`config.mk`:
```
export PLATFORM = sky130hd
export DESIGN_NAME = mac_half_register_opcode_decode
export DESIGN_NICKNAME = d
export VERILOG_FILES = /design/src/inc/mac_half_decode_pkg.sv /design/src/mac_half_register_opcode_decode.sv
export SDC_FILE = /design/constraint.sdc
export NUM_CORES = 1
export LEC_CHECK = 0
export ABC_AREA = 1
export BUFFER_PORTS_ARGS = -buffer_cell sky130_fd_sc_hd__buf_2
export CAP_MARGIN = 20
export CORE_MARGIN = 2
export CORE_UTILIZATION = 50
export CTS_CLUSTER_DIAMETER = 80
export DETAILED_ROUTE_END_ITERATION = 7
export PLACE_DENSITY = 0.76
export SLEW_MARGIN = 30
export SYNTH_ARGS = -nofsm -noshare
export SYNTH_HDL_FRONTEND = slang
export SYNTH_SLANG_ARGS = --single-unit
```
`constraint.sdc`:
```
create_clock -name core_clk -period 1.85 [get_ports core_clk]
set_input_delay 0.0925 -clock core_clk [delete_from_list [all_inputs] [get_ports core_clk]]
set_output_delay 0.0925 -clock core_clk [all_outputs]
set_load 0.02 [all_outputs]
```
`src/inc/mac_half_decode_pkg.sv`:
```
`default_nettype none

package mac_half_decode_pkg;

   // Parallel-issue offset added to the single-issue opcode.
   localparam logic [31:0] PARALLEL_OFFSET = 32'h0800_0000;
   localparam int          PARALLEL_BIT    = 27;
   localparam logic [3:0]  FAMILY_NIBBLE   = 4'hC;

   // Upper-halfword opcodes.
   localparam logic [15:0] UP_ACC1_WIDE_MIXED = 16'hC072;
   localparam logic [15:0] UP_ACC0_DEFAULT    = 16'hC003;
   localparam logic [15:0] UP_ACC0_UFRAC      = 16'hC083;
   localparam logic [15:0] UP_ACC0_SINT       = 16'hC103;
   localparam logic [15:0] UP_ACC0_UINT       = 16'hC183;
   localparam logic [15:0] UP_ACC0_T          = 16'hC043;
   localparam logic [15:0] UP_ACC0_TUFRAC     = 16'hC0C3;
   localparam logic [15:0] UP_ACC0_S2         = 16'hC023;
   localparam logic [15:0] UP_ACC0_SINT_S2    = 16'hC123;
   localparam logic [15:0] UP_ACC0_HIEXT      = 16'hC163;
   localparam logic [15:0] UP_ACC1_LD_UFRAC   = 16'hC084;
   localparam logic [15:0] UP_ACC1_LD_SINT    = 16'hC104;
   localparam logic [15:0] UP_ACC1_LD_UINT    = 16'hC184;
   localparam logic [15:0] UP_ACC1_ADD_UFRAC  = 16'hC085;

   // Lower-halfword ranges, inclusive.
   localparam logic [15:0] LO_ACC1_ACC_MIN  = 16'h1800;
   localparam logic [15:0] LO_ACC1_ACC_MAX  = 16'hD83F;
   localparam logic [15:0] LO_LOAD_LO_MIN   = 16'h2000;
   localparam logic [15:0] LO_LOAD_LO_MAX   = 16'h27FF;
   localparam logic [15:0] LO_ADD_LO_MIN    = 16'h2800;
   localparam logic [15:0] LO_ADD_LO_MAX    = 16'h2FFF;
   localparam logic [15:0] LO_SUB_LO_MIN    = 16'h3000;
   localparam logic [15:0] LO_SUB_LO_MAX    = 16'h37FF;
   localparam logic [15:0] LO_HI_HALF_MIN   = 16'h1800;
   localparam logic [15:0] LO_HI_HALF_MAX   = 16'hD9FF;

   // Lower-halfword field positions.
   localparam logic [4:0] PAT_LOAD_LO = 5'h04;
   localparam logic [4:0] PAT_ADD_LO  = 5'h05;
   localparam int PAT_MSB  = 15;
   localparam int PAT_LSB  = 11;
   localparam int HALF_MSB = 10;
   localparam int HALF_LSB = 9;
   localparam int DST_MSB  = 8;
   localparam int DST_LSB  = 6;
   localparam int S0_MSB   = 5;
   localparam int S0_LSB   = 3;
   localparam int S1_MSB   = 2;
   localparam int S1_LSB   = 0;

   typedef enum logic [1:0] {OP_LOAD = 2'h0, OP_ADD = 2'h1, OP_SUB = 2'h2} mac_op_e;
   typedef enum logic [1:0] {DST_ACC_ONLY = 2'h0, DST_LOW_HALF = 2'h1, DST_HIGH_HALF = 2'h2} dst_half_e;
   typedef enum logic [3:0] {
      MODE_DEFAULT                           = 4'h0,
      MODE_UNSIGNED_FRACTION                 = 4'h1,
      MODE_SIGNED_INTEGER                    = 4'h2,
      MODE_UNSIGNED_INTEGER                  = 4'h3,
      MODE_TRUNCATED_SIGNED_FRACTION         = 4'h4,
      MODE_TRUNCATED_UNSIGNED_FRACTION       = 4'h5,
      MODE_SCALE_BY_TWO_ROUNDING             = 4'h6,
      MODE_SIGNED_INTEGER_SCALED             = 4'h7,
      MODE_INTEGER_HIGH_EXTRACTION           = 4'h8,
      MODE_WIDE_SATURATION                   = 4'h9
   } mac_mode_e;

   typedef struct packed {
      mac_op_e   op;
      logic      second_accumulator;
      mac_mode_e mode;
      logic      mixed_sign;
      dst_half_e dst_half;
      logic [1:0] half_sel;
      logic [2:0] dst_reg;
      logic [2:0] src0_reg;
      logic [2:0] src1_reg;
      logic      parallel;
   } mac_cmd_s;

endpackage
`default_nettype wire

```
`src/mac_half_register_opcode_decode.sv`:
```
// Functional notes
// - A word carrying the parallel-issue offset decodes as the same operation as the single-issue word.
// - Words 0xC0721800..0xC072D83F load the second accumulator in wide saturation with mixed-sign operands.
// - Load-first-accumulator-to-low-half uses low range 0x2000..0x27FF with uppers C003, C083 and C103.
// - The same form also takes uppers C043, C0C3 and C023 for the truncated and scaled modes.
// - The same form also takes uppers C123 (scaled signed integer) and C163 (high extraction).
// - The load-to-low-half low halfword starts with 00100, then half selects, destination and sources.
// - Add-to-first-accumulator-to-low-half uses low range 0x2800..0x2FFF with uppers C003 and C083.
// - The add-to-low-half low halfword starts with 00101, then half selects, destination and sources.
// - Subtract-to-low-half uses low range 0x3000..0x37FF with uppers C103, C183 and C0C3.
// - Load-second-accumulator-to-high-half uses low range 0x1800..0xD9FF with uppers C084, C104, C184.
// - Add-to-second-accumulator-to-high-half uses upper C085 with low range 0x1800..0xD9FF.
`timescale 1ns/1ps
`default_nettype none

module mac_half_register_opcode_decode (
   // Clock and reset
   input  wire logic                       core_clk,
   input  wire logic                       resetn,
   // Fetch side
   input  wire logic                       fetch_valid,
   input  wire logic [31:0]                fetch_word,
   // Datapath side
   output logic                            issue_valid,
   output mac_half_decode_pkg::mac_cmd_s   issue_cmd,
   output logic                            illegal_instr
);
   import mac_half_decode_pkg::*;

   logic [31:0] base_word;
   logic [15:0] up;
   logic [15:0] lo;
   logic        in_family;
   logic        hit;
   mac_cmd_s    next_cmd;

   // The parallel form differs only in one opcode bit, so it is folded away here.
   assign base_word = fetch_word & ~PARALLEL_OFFSET;
   assign up        = base_word[31:16];
   assign lo        = base_word[15:0];
   assign in_family = (base_word[31:28] == FAMILY_NIBBLE);

   function automatic logic in_rng(input logic [15:0] v, input logic [15:0] lo_b, input logic [15:0] hi_b);
      in_rng = (v >= lo_b) && (v <= hi_b);
   endfunction

   always_comb begin
      hit                         = 1'b0;
      next_cmd                    = '0;
      next_cmd.parallel           = fetch_word[PARALLEL_BIT];
      next_cmd.half_sel           = lo[HALF_MSB:HALF_LSB];
      next_cmd.dst_reg            = lo[DST_MSB:DST_LSB];
      next_cmd.src0_reg           = lo[S0_MSB:S0_LSB];
      next_cmd.src1_reg           = lo[S1_MSB:S1_LSB];
      if (up == UP_ACC1_WIDE_MIXED && in_rng(lo, LO_ACC1_ACC_MIN, LO_ACC1_ACC_MAX)) begin
         hit                         = 1'b1;
         next_cmd.op                 = OP_LOAD;
         next_cmd.second_accumulator = 1'b1;
         next_cmd.mode               = MODE_WIDE_SATURATION;
         next_cmd.mixed_sign         = 1'b1;
         next_cmd.dst_half           = DST_ACC_ONLY;
      end else if (in_rng(lo, LO_LOAD_LO_MIN, LO_LOAD_LO_MAX) && lo[PAT_MSB:PAT_LSB] == PAT_LOAD_LO) begin
         next_cmd.op       = OP_LOAD;
         next_cmd.dst_half = DST_LOW_HALF;
         hit               = 1'b1;
         case (up)
            UP_ACC0_DEFAULT: next_cmd.mode = MODE_DEFAULT;
            UP_ACC0_UFRAC:   next_cmd.mode = MODE_UNSIGNED_FRACTION;
            UP_ACC0_SINT:    next_cmd.mode = MODE_SIGNED_INTEGER;
            UP_ACC0_T:       next_cmd.mode = MODE_TRUNCATED_SIGNED_FRACTION;
            UP_ACC0_TUFRAC:  next_cmd.mode = MODE_TRUNCATED_UNSIGNED_FRACTION;
            UP_ACC0_S2:      next_cmd.mode = MODE_SCALE_BY_TWO_ROUNDING;
            UP_ACC0_SINT_S2: next_cmd.mode = MODE_SIGNED_INTEGER_SCALED;
            UP_ACC0_HIEXT:   next_cmd.mode = MODE_INTEGER_HIGH_EXTRACTION;
            default:         hit           = 1'b0;
         endcase
      end else if (in_rng(lo, LO_ADD_LO_MIN, LO_ADD_LO_MAX) && lo[PAT_MSB:PAT_LSB] == PAT_ADD_LO) begin
         next_cmd.op       = OP_ADD;
         next_cmd.dst_half = DST_LOW_HALF;
         hit               = 1'b1;
         case (up)
            UP_ACC0_DEFAULT: next_cmd.mode = MODE_DEFAULT;
            UP_ACC0_UFRAC:   next_cmd.mode = MODE_UNSIGNED_FRACTION;
            default:         hit           = 1'b0;
         endcase
      end else if (in_rng(lo, LO_SUB_LO_MIN, LO_SUB_LO_MAX)) begin
         next_cmd.op       = OP_SUB;
         next_cmd.dst_half = DST_LOW_HALF;
         hit               = 1'b1;
         case (up)
            UP_ACC0_SINT:   next_cmd.mode = MODE_SIGNED_INTEGER;
            UP_ACC0_UINT:   next_cmd.mode = MODE_UNSIGNED_INTEGER;
            UP_ACC0_TUFRAC: next_cmd.mode = MODE_TRUNCATED_UNSIGNED_FRACTION;
            default:        hit           = 1'b0;
         endcase
      end
      // The high-half range overlaps the ones above, so it is tried by opcode only when nothing matched.
      if (!hit && in_rng(lo, LO_HI_HALF_MIN, LO_HI_HALF_MAX)) begin
         next_cmd.second_accumulator = 1'b1;
         next_cmd.dst_half           = DST_HIGH_HALF;
         next_cmd.mixed_sign         = 1'b0;
         hit                         = 1'b1;
         case (up)
            UP_ACC1_LD_UFRAC:  begin
               next_cmd.op   = OP_LOAD;
               next_cmd.mode = MODE_UNSIGNED_FRACTION;
            end
            UP_ACC1_LD_SINT:   begin
               next_cmd.op   = OP_LOAD;
               next_cmd.mode = MODE_SIGNED_INTEGER;
            end
            UP_ACC1_LD_UINT:   begin
               next_cmd.op   = OP_LOAD;
               next_cmd.mode = MODE_UNSIGNED_INTEGER;
            end
            UP_ACC1_ADD_UFRAC: begin
               next_cmd.op   = OP_ADD;
               next_cmd.mode = MODE_UNSIGNED_FRACTION;
            end
            default:        hit = 1'b0;
         endcase
      end
   end

   // Issue path: one cycle from the accepted fetch word.
   always_ff @(posedge core_clk) begin
      if (!resetn) begin
         issue_valid <= 1'b0;
         issue_cmd   <= '0;
      end else begin
         issue_valid <= fetch_valid && hit;
         if (fetch_valid && hit) begin
            issue_cmd <= next_cmd;
         end
      end
   end

   // Illegal flag: a family word that no decode row claims never reaches the datapath.
   always_ff @(posedge core_clk) begin
      if (!resetn) begin
         illegal_instr <= 1'b0;
      end else begin
         illegal_instr <= fetch_valid && in_family && !hit;
      end
   end
endmodule // mac_half_register_opcode_decode
`default_nettype wire

```
==> results of run 1 <==
metrics by stage:
stage	util, %	area [sq um]	cells	hold slack [ns]	total power [uW]
after CTS	63.77	2095	388	0.01610	917.0
after global placement	62.78	2062	384	0.2959	699.9
after global routing	63.77	2095	388	0.02626	958.4
after detailed placement	62.78	2062	384	0.3021	701.5
final	63.77	2095	388	0.02687	905.9
after floorplan	-	1690	277	0.1692	620.5
worst reg2reg max path: cells and delay by family (launching register included):
kind             cells  cell delay [ns]
DFF                  1             0.33
and+or+nand+nor      4             0.26
registers in the layout, summed over array words and instances, names as in the netlist:
register	cells
issue_valid	1
illegal_instr	1
issue_cmd	22
layer usage:
metal  vias to the layer above  wire length, um  track usage [%]
met1                       884             2072            31.14
met2                        80             1968            39.27
met3                         4              312            4.167
li1                       1041                -                -
met4                         0               27            3.333
met5                         -                0                0
layout make-up:
| type | count | area [sq um] | area share [%] |
|---|---|---|---|
| Clock buffer | 3 | 22.52 | 1.075 |
| Multi-Input combinational cell | 225 | 1071 | 51.14 |
| Inverter | 22 | 82.58 | 3.943 |
| Tap cell | 46 | 57.56 | 2.748 |
| Timing Repair Buffer | 68 | 380.4 | 18.16 |
| Sequential cell | 24 | 480.5 | 22.94 |
placed cells by master (no fill, tap or decap):
cell                            count
sky130_fd_sc_hd__a21boi_0           1
sky130_fd_sc_hd__nor3_2             1
sky130_fd_sc_hd__nor3_1             4
sky130_fd_sc_hd__o211ai_1           1
sky130_fd_sc_hd__buf_4              8
sky130_fd_sc_hd__and3_1             1
sky130_fd_sc_hd__nand4_1           13
sky130_fd_sc_hd__nand2_2            2
sky130_fd_sc_hd__o21ai_0           10
sky130_fd_sc_hd__nor2_2             5
sky130_fd_sc_hd__clkbuf_4           3
sky130_fd_sc_hd__nor2_4             6
sky130_fd_sc_hd__inv_1             13
sky130_fd_sc_hd__nand2_1           65
sky130_fd_sc_hd__nand2_4            2
sky130_fd_sc_hd__clkinv_1           1
sky130_fd_sc_hd__buf_2             58
sky130_fd_sc_hd__nor2_1            66
sky130_fd_sc_hd__nand3_1           23
sky130_fd_sc_hd__nand3_2            2
sky130_fd_sc_hd__dlygate4sd3_1      1
sky130_fd_sc_hd__a21boi_2           1
sky130_fd_sc_hd__nor4_1             1
sky130_fd_sc_hd__o21ai_1           13
sky130_fd_sc_hd__inv_2              8
sky130_fd_sc_hd__a21oi_1            6
sky130_fd_sc_hd__buf_12             1
sky130_fd_sc_hd__nand3b_1           2
sky130_fd_sc_hd__dfxtp_1           24
power by group through the flow:
stage                     logic (uW)  clock network [uW]  registers (uW)
after detailed placement         166                   0             535
after CTS                        168                 225             524
after global placement           165                   0             535
after global routing             189                 245             525
after floorplan                 79.2                   0             541
final                            170                 212             524
cells by family (layout without fill, tap and decap cells):
family	Yosys count	after routing	synth area share (%)
AO/OA/AOI/OAI	32	32	10.14
buffers and inverters	28	93	8.216
AND/OR/NAND/NOR	193	193	53.22
flip-flops	24	24	28.42
how the worst max path moves through the flow:
stage	to	slack, ns	cells after the start
finish	issue_cmd[20]$_SDFFE_PN0P_	0.31	15
global route	issue_cmd[20]$_SDFFE_PN0P_	0.15	15
CTS	issue_cmd[20]$_SDFFE_PN0P_	0.34	15
detailed placement	issue_cmd[7]$_SDFFE_PN0P_	0.01	14
global placement	issue_cmd[20]$_SDFFE_PN0P_	0.06	15
floorplan	issue_cmd[12]$_SDFFE_PN0P_	0.40	12
==> insert_results.sql, run 1 <==
INSERT INTO impl_metrics (metric_group, metric, value, unit) VALUES
('floorplan', 'die_width', '62.15', 'um'),
('worst_setup_path', 'timing.critical_path.slowest_cell_delay', '0.28', 'ns'),
('routing', 'detail_route.wirelength', '4.380', 'mm'),
('finish', 'share_of_final_layout_standard_cells_stronger_than_drive_strength_1', '28.36', '%'),
('routing', 'drt.antenna.violating_nets', '0', ''),
('worst_setup_path', 'path_class', 'in -> reg', ''),
('hold_path', 'hold_end', 'issue_cmd[0]$_SDFFE_PN0P_', ''),
('clocking', 'cts.sink_count', '24', ''),
('routing', 'dr.pass1.iters', '4', ''),
('synthesis', 'synth_cell_types', '27', ''),
('pwr', 'power.clock.fraction', '23.4', '%'),
('placed_design', 'port_buf_inserts', '58', ''),
('worst_setup_path', 'regToRegSetupSlack', '1.17', 'ns'),
('floorplan', 'num_rows', '21', ''),
('synthesis', 'top_cell_types_by_occurrence_after_synthesis', 'sky130_fd_sc_hd__nor2_1, sky130_fd_sc_hd__nand2_1, sky130_fd_sc_hd__dfxtp_1', ''),
('synthesis', 'syn-instance-count', '277', ''),
('worst_setup_path', 'cp_slowest_cell', 'sky130_fd_sc_hd__nor2_4', ''),
('hold_path', 'timing.hold.worst_path_depth', '3', ''),
('floorplan', 'core', '0.003284', 'sq mm'),
('synthesis', 'synth_top_cell_area_share', '28.42', '%'),
('routing', 'drt-initial-drc-count', '148', ''),
('hold_path', 'hold_path_class', 'in -> reg', ''),
('synthesis', 'ys_ff_latch', '24', ''),
('placed_design', 'detailed_place_hpwl', '3.474', 'mm'),
('job', 'maxCapViolations', '0', ''),
('placed_design', 'gp_routability_congestion', '0.9321', ''),
('worst_setup_path', 'worst-r2r-cell-count', '4', ''),
('pwr', 'switching_share', '27.15', '%'),
('synthesis', 'post-synth-top-area-cell', 'sky130_fd_sc_hd__dfxtp_1', ''),
('clocking', 'post_cts_hold_buffer_count', '1', ''),
('pwr', 'sequential_fraction_of_design_power', '57.8', '%'),
('grt', 'number_of_global_route_vias_before_repair', '1731', ''),
('floorplan', 'die_area', '0.003862', 'sq mm'),
('worst_setup_path', 'crit_path_max_fanout', '15', ''),
('placed_design', 'pre_cts_ws', '0.01052', 'ns'),
('clocking', 'clock_latency', '0.29', 'ns'),
('finish', 'layout_nets', '379', ''),
('synthesis', 'post-synth-top-count-cell', 'sky130_fd_sc_hd__nor2_1', ''),
('timing', 'layout_setup_ws', '0.3077', 'ns'),
('synthesis', 'post_synth_edffs', '0', ''),
('worst_setup_path', 'worst_path_dominant_cell_family', 'simple AND/OR/NAND/NOR gates', ''),
('status', 'run_status', 'completed', ''),
('worst_setup_path', 'timing.critical_path.mode_cell', 'sky130_fd_sc_hd__nand2_1', ''),
('worst_setup_path', 'beginning_of_the_critical_path', 'fetch_word[26]', ''),
('worst_setup_path', 'crit-reg2reg-launch', 'issue_cmd[20]$_SDFFE_PN0P_', ''),
('synthesis', 'synthTopCellsByArea', 'sky130_fd_sc_hd__dfxtp_1, sky130_fd_sc_hd__nor2_1, sky130_fd_sc_hd__nand2_1', ''),
('routing', 'count_of_unresolved_drc_violations_after_routing', '0', ''),
('synthesis', 'synthFlopType', 'sky130_fd_sc_hd__dfxtp_1', ''),
('grt', 'grt_first_pass_wirelength', '7.479', 'mm'),
('clocking', 'max-clock-path-buffers', '2', ''),
('finish', 'fillcell_total', '335', ''),
('timing', 'period_share', '83.37', '%'),
('timing', 'largest_clock_skew_in_the_final_design', '0', 'ns'),
('timing', 'rsz0062_at_grt', 'false', ''),
('clocking', 'cts_h_tree_depth', '1', ''),
('finish', 'n_antenna_cell', '0', ''),
('worst_setup_path', 'worstPathBufferInverterCount', '2', ''),
('worst_setup_path', 'category_of_the_worst_setup_path_capture_point', 'flop', ''),
('clocking', 'clk_pin_slew_worst_paths', '0.11', 'ns'),
('finish', 'areaGrowthSynthToFinish', '23.91', '%'),
('clocking', 'cts_tree', 'built', ''),
('clocking', 'root_buffer', 'sky130_fd_sc_hd__clkbuf_4', ''),
('timing', 'hold_viol', '0', ''),
('timing', 'setup_violations', '0', ''),
('floorplan', 'pin_count', '59', ''),
('pwr', 'net-switching-power', '245.9', 'uW'),
('worst_setup_path', 'end_of_the_worst_register_to_register_path', 'issue_cmd[20]$_SDFFE_PN0P_', ''),
('pwr', 'combinationalPowerShare', '18.8', '%'),
('clocking', 'post_cts_buffers', '0', ''),
('synthesis', 'yosys_warnings', '0', ''),
('synthesis', 'async_reset_ff_share', '0', '%');
No activity file was read; power rests on OpenSTA's default activity.
==> run 2: changes to the inputs <==
--- a/config.mk
+++ b/config.mk
@@ -5,14 +5,14 @@
 export SDC_FILE = /design/constraint.sdc
 export NUM_CORES = 1
 export LEC_CHECK = 0
-export ABC_AREA = 1
+export ABC_AREA = 0
 export BUFFER_PORTS_ARGS = -buffer_cell sky130_fd_sc_hd__buf_2
 export CAP_MARGIN = 20
 export CORE_MARGIN = 2
-export CORE_UTILIZATION = 50
+export CORE_UTILIZATION = 48
 export CTS_CLUSTER_DIAMETER = 80
 export DETAILED_ROUTE_END_ITERATION = 7
-export PLACE_DENSITY = 0.76
+export PLACE_DENSITY = 0.75
 export SLEW_MARGIN = 30
 export SYNTH_ARGS = -nofsm -noshare
 export SYNTH_HDL_FRONTEND = slang
==> constraint.sdc (replaced) <==
create_clock -name core_clk -period 1.6 [get_ports core_clk]
set_input_delay 0.08 -clock core_clk [delete_from_list [all_inputs] [get_ports core_clk]]
set_output_delay 0.08 -clock core_clk [all_outputs]
set_load 0.02 [all_outputs]
==> insert_results.sql, run 2 <==
INSERT INTO impl_metrics (metric_group, metric, value, unit) VALUES
('placed_design', 'detailed_place_hpwl', '3.473', 'mm'),
('synthesis', 'synthFlopType', 'sky130_fd_sc_hd__dfxtp_1', ''),
('synthesis', 'synthSimpleGateAreaFrac', '34.07', '%'),
('worst_setup_path', 'worst_ep_required_time', '1.78', 'ns'),
('synthesis', 'synth-compound-area-share', '26.88', '%'),
('routing', 'drt-initial-drc-count', '111', ''),
('routing', 'drt.antenna.violating_nets', '0', ''),
('placed_design', 'gp_routability_congestion', '0.8193', ''),
('worst_setup_path', 'path_class', 'in -> reg', ''),
('finish', 'share_of_final_layout_standard_cells_stronger_than_drive_strength_1', '50.68', '%'),
('synthesis', 'post_synth_fa_ha_maj_area_fraction', '0', '%'),
('pwr', 'net-switching-power', '283.4', 'uW'),
('timing', 'worst_pin_slew', '0.5507', 'ns'),
('timing', 'hold_viol', '0', ''),
('floorplan', 'die_width', '60.49', 'um'),
('job', 'maxCapViolations', '0', ''),
('synthesis', 'post-synth-top-count-cell', 'sky130_fd_sc_hd__nand2_1', ''),
('synthesis', 'post_synth_edffs', '0', ''),
('routing', 'count_of_unresolved_drc_violations_after_routing', '0', ''),
('clocking', 'clk_pin_slew_worst_paths', '0.12', 'ns'),
('timing', 'fmax', '626.1', 'MHz'),
('synthesis', 'top_cell_types_by_occurrence_after_synthesis', 'sky130_fd_sc_hd__nand2_1, sky130_fd_sc_hd__dfxtp_1, sky130_fd_sc_hd__nand3_1', ''),
('grt', 'number_of_global_route_vias_before_repair', '1633', ''),
('clocking', 'num_cts_buffers', '3', ''),
('synthesis', 'post_syn_area_per_cell', '8.018', 'sq um'),
('pwr', 'powerDensity', '467.9', 'mW/mm^2'),
('grt', 'grt_first_pass_wirelength', '6.955', 'mm'),
('status', 'run_status', 'completed', ''),
('finish', 'n_antenna_cell', '0', ''),
('placed_design', 'port_buf_inserts', '58', ''),
('routing', 'dr.pass1.iters', '4', ''),
('floorplan', 'fp.dieH', '60.49', 'um'),
('synthesis', 'cell_area_after_synthesis', '0.001531', 'sq mm'),
('placed_design', 'pre_cts_ws', '-0.3379', 'ns'),
('finish', 'biggestRegsByFlops', 'issue_cmd x22, illegal_instr x1, issue_valid x1', ''),
('timing', 'setup_violations', '0', ''),
('synthesis', 'yosys_warnings', '0', ''),
('clocking', 'clock_latency', '0.30', 'ns'),
('grt', 'congestion_overflow_gr', '0', ''),
('synthesis', 'synth_top_cell_area_share', '31.37', '%'),
('floorplan', 'core', '0.003053', 'sq mm'),
('pwr', 'static-leakage-power', '0.001019', 'uW'),
('timing', 'maxSlewHeadroom', '63.25', '%'),
('pwr', 'switching_share', '26.15', '%'),
('clocking', 'max-clock-path-buffers', '2', ''),
('clocking', 'cts.sink_count', '24', ''),
('timing', 'timing.hold.ws', '0.01806', 'ns'),
('synthesis', 'post-synth-top-area-cell', 'sky130_fd_sc_hd__dfxtp_1', ''),
('worst_setup_path', 'category_of_the_worst_setup_path_capture_point', 'flop', ''),
('clocking', 'root_buffer', 'sky130_fd_sc_hd__clkbuf_4', ''),
('finish', 'registers.top_by_ff_count', 'issue_cmd', ''),
('timing', 'layout_setup_ws', '0.002936', 'ns'),
('clocking', 'cts_h_tree_depth', '1', ''),
('grt', 'grt_start_max_net_pins', '15', ''),
('timing', 'layout_min_cycle_time', '1.597', 'ns'),
('synthesis', 'synthXorXnorAreaFrac', '0', '%'),
('worst_setup_path', 'crit_arrival', '1.78', 'ns'),
('timing', 'period_share', '99.82', '%'),
('synthesis', 'muxShareOfSynthArea', '1.389', '%'),
('synthesis', 'synth_top_family_by_area', 'simple AND/OR/NAND/NOR gates', ''),
('pwr', 'sequential_fraction_of_design_power', '55.2', '%'),
('timing', 'slew_viol_final', '0', ''),
('synthesis', 'syn-num-nets', '226', ''),
('synthesis', 'synth_cell_types', '50', ''),
('finish', 'layout.cells.most_common', 'sky130_fd_sc_hd__buf_2', ''),
('worst_setup_path', 'crit_path_max_fanout', '4', ''),
('pwr', 'combinationalPowerShare', '21.7', '%'),
('hold_path', 'hold_path_class', 'in -> reg', ''),
('timing', 'largest_clock_skew_in_the_final_design', '0', 'ns'),
('grt', 'globalRouteTotalUtil', '24.37', '%'),
('routing', 'routed_wire_length_per_instance', '13.09', 'um'),
('pwr', 'internal_power', '800.2', 'uW'),
('routing', 'detail_route.wirelength', '4.424', 'mm'),
('finish', 'finish.utilization', '75.86', '%'),
('floorplan', 'pin_count', '59', ''),
('floorplan', 'num_rows', '20', ''),
('synthesis', 'ys_ff_latch', '24', ''),
('finish', 'areaGrowthSynthToFinish', '51.23', '%'),
('finish', 'leading_cell_types_in_the_layout_fill_and_taps_excluded', 'sky130_fd_sc_hd__buf_2, sky130_fd_sc_hd__buf_4, sky130_fd_sc_hd__nand2_1, sky130_fd_sc_hd__dfxtp_1', ''),
('synthesis', 'synth.yosys.seq_area_share', '31.37', '%'),
('synthesis', 'syn-instance-count', '191', ''),
('worst_setup_path', 'critPathLaunchType', 'input pin', ''),
('pwr', 'power.clock.fraction', '23.2', '%'),
('floorplan', 'initial_utilization', '50.16', '%'),
('floorplan', 'die_area', '0.003658', 'sq mm'),
('synthesis', 'async_reset_ff_share', '0', '%'),
('pwr', 'worst_ir_drop_vdd', '0.0003035', 'V'),
('grt', 'antenna_found_initial', '0', ''),
('clocking', 'cts_tree', 'built', ''),
('finish', 'layout_nets', '331', ''),
('synthesis', 'synthTopCellsByArea', 'sky130_fd_sc_hd__dfxtp_1, sky130_fd_sc_hd__nand2_1, sky130_fd_sc_hd__a21oi_2', ''),
('routing', 'via_density', '5.337', ''),
('finish', 'max_ffs_per_register', '22', ''),
('routing', 'dr_total_vias', '1804', '');
==> run 2: cell types whose count changed after synthesis, moves of 8 or more <==
cell,previous run,this run
sky130_fd_sc_hd__nand2_1,65,29
sky130_fd_sc_hd__inv_2,8,0
sky130_fd_sc_hd__inv_1,13,4
sky130_fd_sc_hd__o21ai_1,13,3
sky130_fd_sc_hd__nand3_1,23,14
sky130_fd_sc_hd__a21oi_2,0,8
sky130_fd_sc_hd__nor2_1,66,13
sky130_fd_sc_hd__nand4_1,13,5
==> run 2: per-stage QoR <==
stage / setup TNS (ns) / power (uW) / cells / instance area [sq um]
after floorplan: -1.593 / 703.7 / 191 / 1594
after global placement: -5.020 / 829.5 / 330 / 2205
after detailed placement: -5.872 / 833.2 / 330 / 2205
after CTS: 0 / 1076 / 333 / 2227
after global routing: -0.1059 / 1143 / 338 / 2316
final: 0 / 1084 / 338 / 2316
==> run 2: timing repair <==
item	in CTS	in global routing
buffers inserted	0	4
hold buffers	0	0
pin swaps	1	5
cloned	0	1
gates resized for setup	0	12
setup endpoints to repair	1	15
==> run 2: logic make-up (layout without fill, tap and decap cells) <==
logic type	Yosys count	in the layout
buf+inv	15	117
compound gates	54	55
mux	2	2
flops	24	24
simple gates	96	96
==> run 2: final cells by class <==
type	count	area [sq um]
inverters	4	15.01
flip-flops and latches	24	480.5
repair buffers	110	690.7
multi-input cells	153	1052
clock buffers	3	22.52
fillers	252	737.0
well taps	44	55.05
==> run 2: power groups by stage <==
stage	registers, uW	clock network [uW]	logic, uW
floorplan	611	0	92.3
CTS	598	256	223
global placement	611	0	218
global route	598	289	256
finish	598	251	235
detailed placement	611	0	222
==> run 2: metal layers <==
layer / routed length (um) / up-vias / share of wire, % / global-route usage [%]
li1: - / 913 / - / -
met1: 2010 / 824 / 45 / 33.29
met2: 2151 / 63 / 49 / 41.77
met3: 221 / 4 / 5.0 / 2.345
met4: 40 / 0 / 0.90 / 5.590
met5: 0 / - / 0 / 0
==> run 2: final timing paths <==
path	to	cells past startpoint	slack, ns	start
setup / recovery	issue_cmd[0]$_SDFFE_PN0P_	9	0.003	fetch_word[15]
setup reg to reg	issue_cmd[0]$_SDFFE_PN0P_	2	0.93	issue_cmd[0]$_SDFFE_PN0P_
hold / removal	issue_cmd[3]$_SDFFE_PN0P_	3	0.02	fetch_word[2]
hold reg to reg	issue_cmd[15]$_SDFFE_PN0P_	2	0.46	issue_cmd[15]$_SDFFE_PN0P_
==> run 2: worst max-delay path, stage by stage <==
cell and delay (ns):
sky130_fd_sc_hd__buf_4 0.13, sky130_fd_sc_hd__buf_6 0.11, sky130_fd_sc_hd__nor4b_4 0.32, sky130_fd_sc_hd__and2b_2 0.24, sky130_fd_sc_hd__a311oi_4 0.13, sky130_fd_sc_hd__o31ai_4 0.33
sky130_fd_sc_hd__buf_4 0.17, sky130_fd_sc_hd__mux2i_1 0.19, sky130_fd_sc_hd__nor2_1 0.07
==> run 3: changes to the inputs <==
==> constraint.sdc (replaced) <==
create_clock -name core_clk -period 1.6 [get_ports core_clk]
set_input_delay 0.48 -clock core_clk [delete_from_list [all_inputs] [get_ports core_clk]]
set_output_delay 0.48 -clock core_clk [all_outputs]
set_load 0.05 [all_outputs]
==> insert_results.sql, run 3 (synthesized netlist as in run 2, its figures left out) <==
INSERT INTO impl_metrics (metric_group, metric, value, unit) VALUES
('timing', 'setup_violations', '24', ''),
('placed_design', 'port_buf_inserts', '58', ''),
('grt', 'antenna_found_initial', '0', ''),
('clocking', 'cts.sink_count', '24', ''),
('clocking', 'root_buffer', 'sky130_fd_sc_hd__clkbuf_4', ''),
('worst_setup_path', 'path_class', 'in -> reg', ''),
('worst_setup_path', 'path_depth', '10', ''),
('worst_setup_path', 'timing.critical_path.slowest_cell_delay', '0.33', 'ns'),
('clocking', 'num_cts_buffers', '3', ''),
('pwr', 'static-leakage-power', '0.001075', 'uW'),
('finish', 'final_cell_area', '0.002499', 'sq mm'),
('routing', 'drt-initial-drc-count', '91', ''),
('pwr', 'worst_ir_drop_vdd', '0.0003038', 'V'),
('finish', 'leading_cell_types_in_the_layout_fill_and_taps_excluded', 'sky130_fd_sc_hd__buf_2, sky130_fd_sc_hd__buf_4, sky130_fd_sc_hd__nand2_1, sky130_fd_sc_hd__dfxtp_1, sky130_fd_sc_hd__a21oi_1', ''),
('worst_setup_path', 'end_of_the_worst_register_to_register_path', 'issue_cmd[14]$_SDFFE_PN0P_', ''),
('worst_setup_path', 'crit_path_max_fanout', '5', ''),
('pwr', 'power', '1311', 'uW'),
('worst_setup_path', 'crit-reg2reg-launch', 'issue_cmd[14]$_SDFFE_PN0P_', ''),
('finish', 'registers.top_by_ff_count', 'issue_cmd', ''),
('routing', 'dr.pass1.iters', '4', ''),
('worst_setup_path', 'setup.worst_path.end', 'issue_cmd[20]$_SDFFE_PN0P_', ''),
('worst_setup_path', 'crit_arrival', '2.18', 'ns'),
('pwr', 'switching_share', '25.09', '%'),
('timing', 'maxSlewHeadroom', '55.39', '%'),
('floorplan', 'core', '0.003053', 'sq mm'),
('pwr', 'net-switching-power', '328.8', 'uW'),
('clocking', 'clock_latency', '0.31', 'ns'),
('finish', 'share_of_final_layout_standard_cells_stronger_than_drive_strength_1', '57.38', '%'),
('job', 'maxCapViolations', '0', ''),
('timing', 'slew_viol_final', '0', ''),
('status', 'violated_checks', 'negative setup slack', ''),
('worst_setup_path', 'cp_slowest_cell', 'sky130_fd_sc_hd__or3_1', ''),
('worst_setup_path', 'worst_path_dominant_cell_family', 'simple AND/OR/NAND/NOR gates', ''),
('worst_setup_path', 'regToRegSetupSlack', '0.94', 'ns'),
('placed_design', 'gp_routability_congestion', '0.8696', ''),
('worst_setup_path', 'beginning_of_the_critical_path', 'fetch_word[11]', ''),
('grt', 'congestion_overflow_gr', '0', ''),
('clocking', 'cts_tree', 'built', ''),
('timing', 'layout_setup_ws', '-0.3215', 'ns'),
('floorplan', 'num_rows', '20', ''),
('worst_setup_path', 'category_of_the_worst_setup_path_capture_point', 'flop', ''),
('floorplan', 'die_width', '60.49', 'um'),
('grt', 'globalRouteTotalUtil', '26.53', '%'),
('timing', 'worst_pin_slew', '0.6684', 'ns'),
('pwr', 'power.clock.fraction', '34.1', '%'),
('floorplan', 'pin_count', '59', ''),
('finish', 'max_ffs_per_register', '22', ''),
('worst_setup_path', 'worst_ep_required_time', '1.86', 'ns'),
('status', 'run_status', 'finished, violations left', ''),
('finish', 'finalNonFillerCells', '342', ''),
('timing', 'hold_viol', '0', ''),
('timing', 'fmax', '520.4', 'MHz'),
('worst_setup_path', 'critPathLaunchType', 'input pin', ''),
('grt', 'grt_first_pass_wirelength', '7.438', 'mm'),
('finish', 'areaGrowthSynthToFinish', '63.15', '%'),
('routing', 'drt.antenna.violating_nets', '0', ''),
('grt', 'grt_start_max_net_pins', '17', ''),
('pwr', 'sequential_fraction_of_design_power', '45.6', '%'),
('placed_design', 'post_dp_cell_area', '0.002190', 'sq mm'),
('worst_setup_path', 'crit_chain', 'buf_8 -> buf_4 -> nand4_1 -> nor3_2 -> o2111ai_2 -> buf_4 -> or3_1 -> a21oi_1 -> o21ai_1 -> o21ai_1', ''),
('placed_design', 'dp_cells', '328', ''),
('floorplan', 'initial_utilization', '50.16', '%'),
('finish', 'layout_nets', '334', ''),
('finish', 'biggestRegsByFlops', 'issue_cmd x22, illegal_instr x1, issue_valid x1', ''),
('timing', 'timing.hold.ws', '0.4075', 'ns'),
('hold_path', 'hold_path_class', 'in -> reg', ''),
('clocking', 'clk_pin_slew_worst_paths', '0.14', 'ns'),
('routing', 'routed_wire_length_per_instance', '15.20', 'um'),
('routing', 'via_density', '5.564', ''),
('timing', 'largest_clock_skew_in_the_final_design', '0', 'ns'),
('grt', 'number_of_global_route_vias_before_repair', '1686', ''),
('worst_setup_path', 'worst-r2r-cell-count', '2', ''),
('timing', 'period_share', '120.1', '%'),
('clocking', 'max-clock-path-buffers', '2', ''),
('timing', 'layout_min_cycle_time', '1.921', 'ns'),
('placed_design', 'detailed_place_hpwl', '3.489', 'mm'),
('finish', 'n_antenna_cell', '0', ''),
('placed_design', 'pre_cts_ws', '-0.6644', 'ns'),
('timing', 'rsz0062_at_grt', 'true', ''),
('routing', 'count_of_unresolved_drc_violations_after_routing', '0', ''),
('pwr', 'powerDensity', '524.5', 'mW/mm^2'),
('floorplan', 'fp.dieH', '60.49', 'um'),
('routing', 'detail_route.wirelength', '5.199', 'mm'),
('worst_setup_path', 'worstPathBufferInverterCount', '3', ''),
('clocking', 'cts_h_tree_depth', '1', ''),
('pwr', 'combinationalPowerShare', '20.3', '%'),
('finish', 'layout.cells.most_common', 'sky130_fd_sc_hd__buf_2', ''),
('routing', 'dr_total_vias', '1903', ''),
('floorplan', 'die_area', '0.003658', 'sq mm'),
('pwr', 'internal_power', '981.8', 'uW'),
('hold_path', 'min_delay_startpoint', 'fetch_word[2]', '');
==> run 3: worst register-to-register path, delay by kind of cell, from the launching register on <==
family | cells | cell delay [ns]
flip-flops | 1 | 0.35
AO/OA/AOI/OAI | 1 | 0.14
AND/OR/NAND/NOR | 1 | 0.05
==> run 3: routing by layer <==
layer	track usage (%)	up-vias	wire length, um
met2	45.81	77	2682
li1	-	916	-
met4	9.627	0	153
met3	2.772	16	264
met1	34.38	894	2099
met5	0	-	0
==> run 3: timing repair <==
item                                    4_1_cts  5_1_grt
resized for setup                            26       22
gates cloned                                  0        1
pin swaps                                    11       21
endpoints found under the setup margin       24       24
buffers inserted                              5        5
hold buffers                                  0        0
==> run 3: layout make-up <==
cell class	instances	area (sq um)
Multi-Input combinational cell	153	1139
Timing Repair Buffer	113	757.0
Fill cell	206	554.3
Sequential cell	24	480.5
Tap cell	44	55.05
Clock inverter	1	30.03
Clock buffer	3	22.52
Inverter	4	15.01
==> run 3: how the worst min path moves through the flow <==
stage | to | slack (ns) | depth (start not counted)
3_5_place_dp | issue_cmd[9]$_SDFFE_PN0P_ | 0.44 | 2
4_1_cts | issue_cmd[3]$_SDFFE_PN0P_ | 0.39 | 3
6_report | issue_cmd[3]$_SDFFE_PN0P_ | 0.41 | 3
5_1_grt | issue_cmd[0]$_SDFFE_PN0P_ | 0.40 | 3
2_1_floorplan | issue_cmd[11]$_SDFFE_PN0P_ | 0.61 | 2
3_3_place_gp | issue_cmd[6]$_SDFFE_PN0P_ | 0.44 | 2
==> run 3: per-stage QoR <==
step           utilization [%]  setup TNS, ns
5_1_grt                  81.84         -7.418
6_report                 81.84         -6.199
2_1_floorplan                -         -11.11
4_1_cts                  77.62         -5.537
3_5_place_dp             71.72         -14.74
3_3_place_gp             71.72         -13.83
==> run 3: power groups by stage <==
stage,Sequential (uW),Clock (uW),Combinational (uW)
2_1_floorplan,612,0,92.3
3_3_place_gp,611,0,220
3_5_place_dp,611,0,223
4_1_cts,598,445,244
5_1_grt,598,475,286
6_report,598,447,266
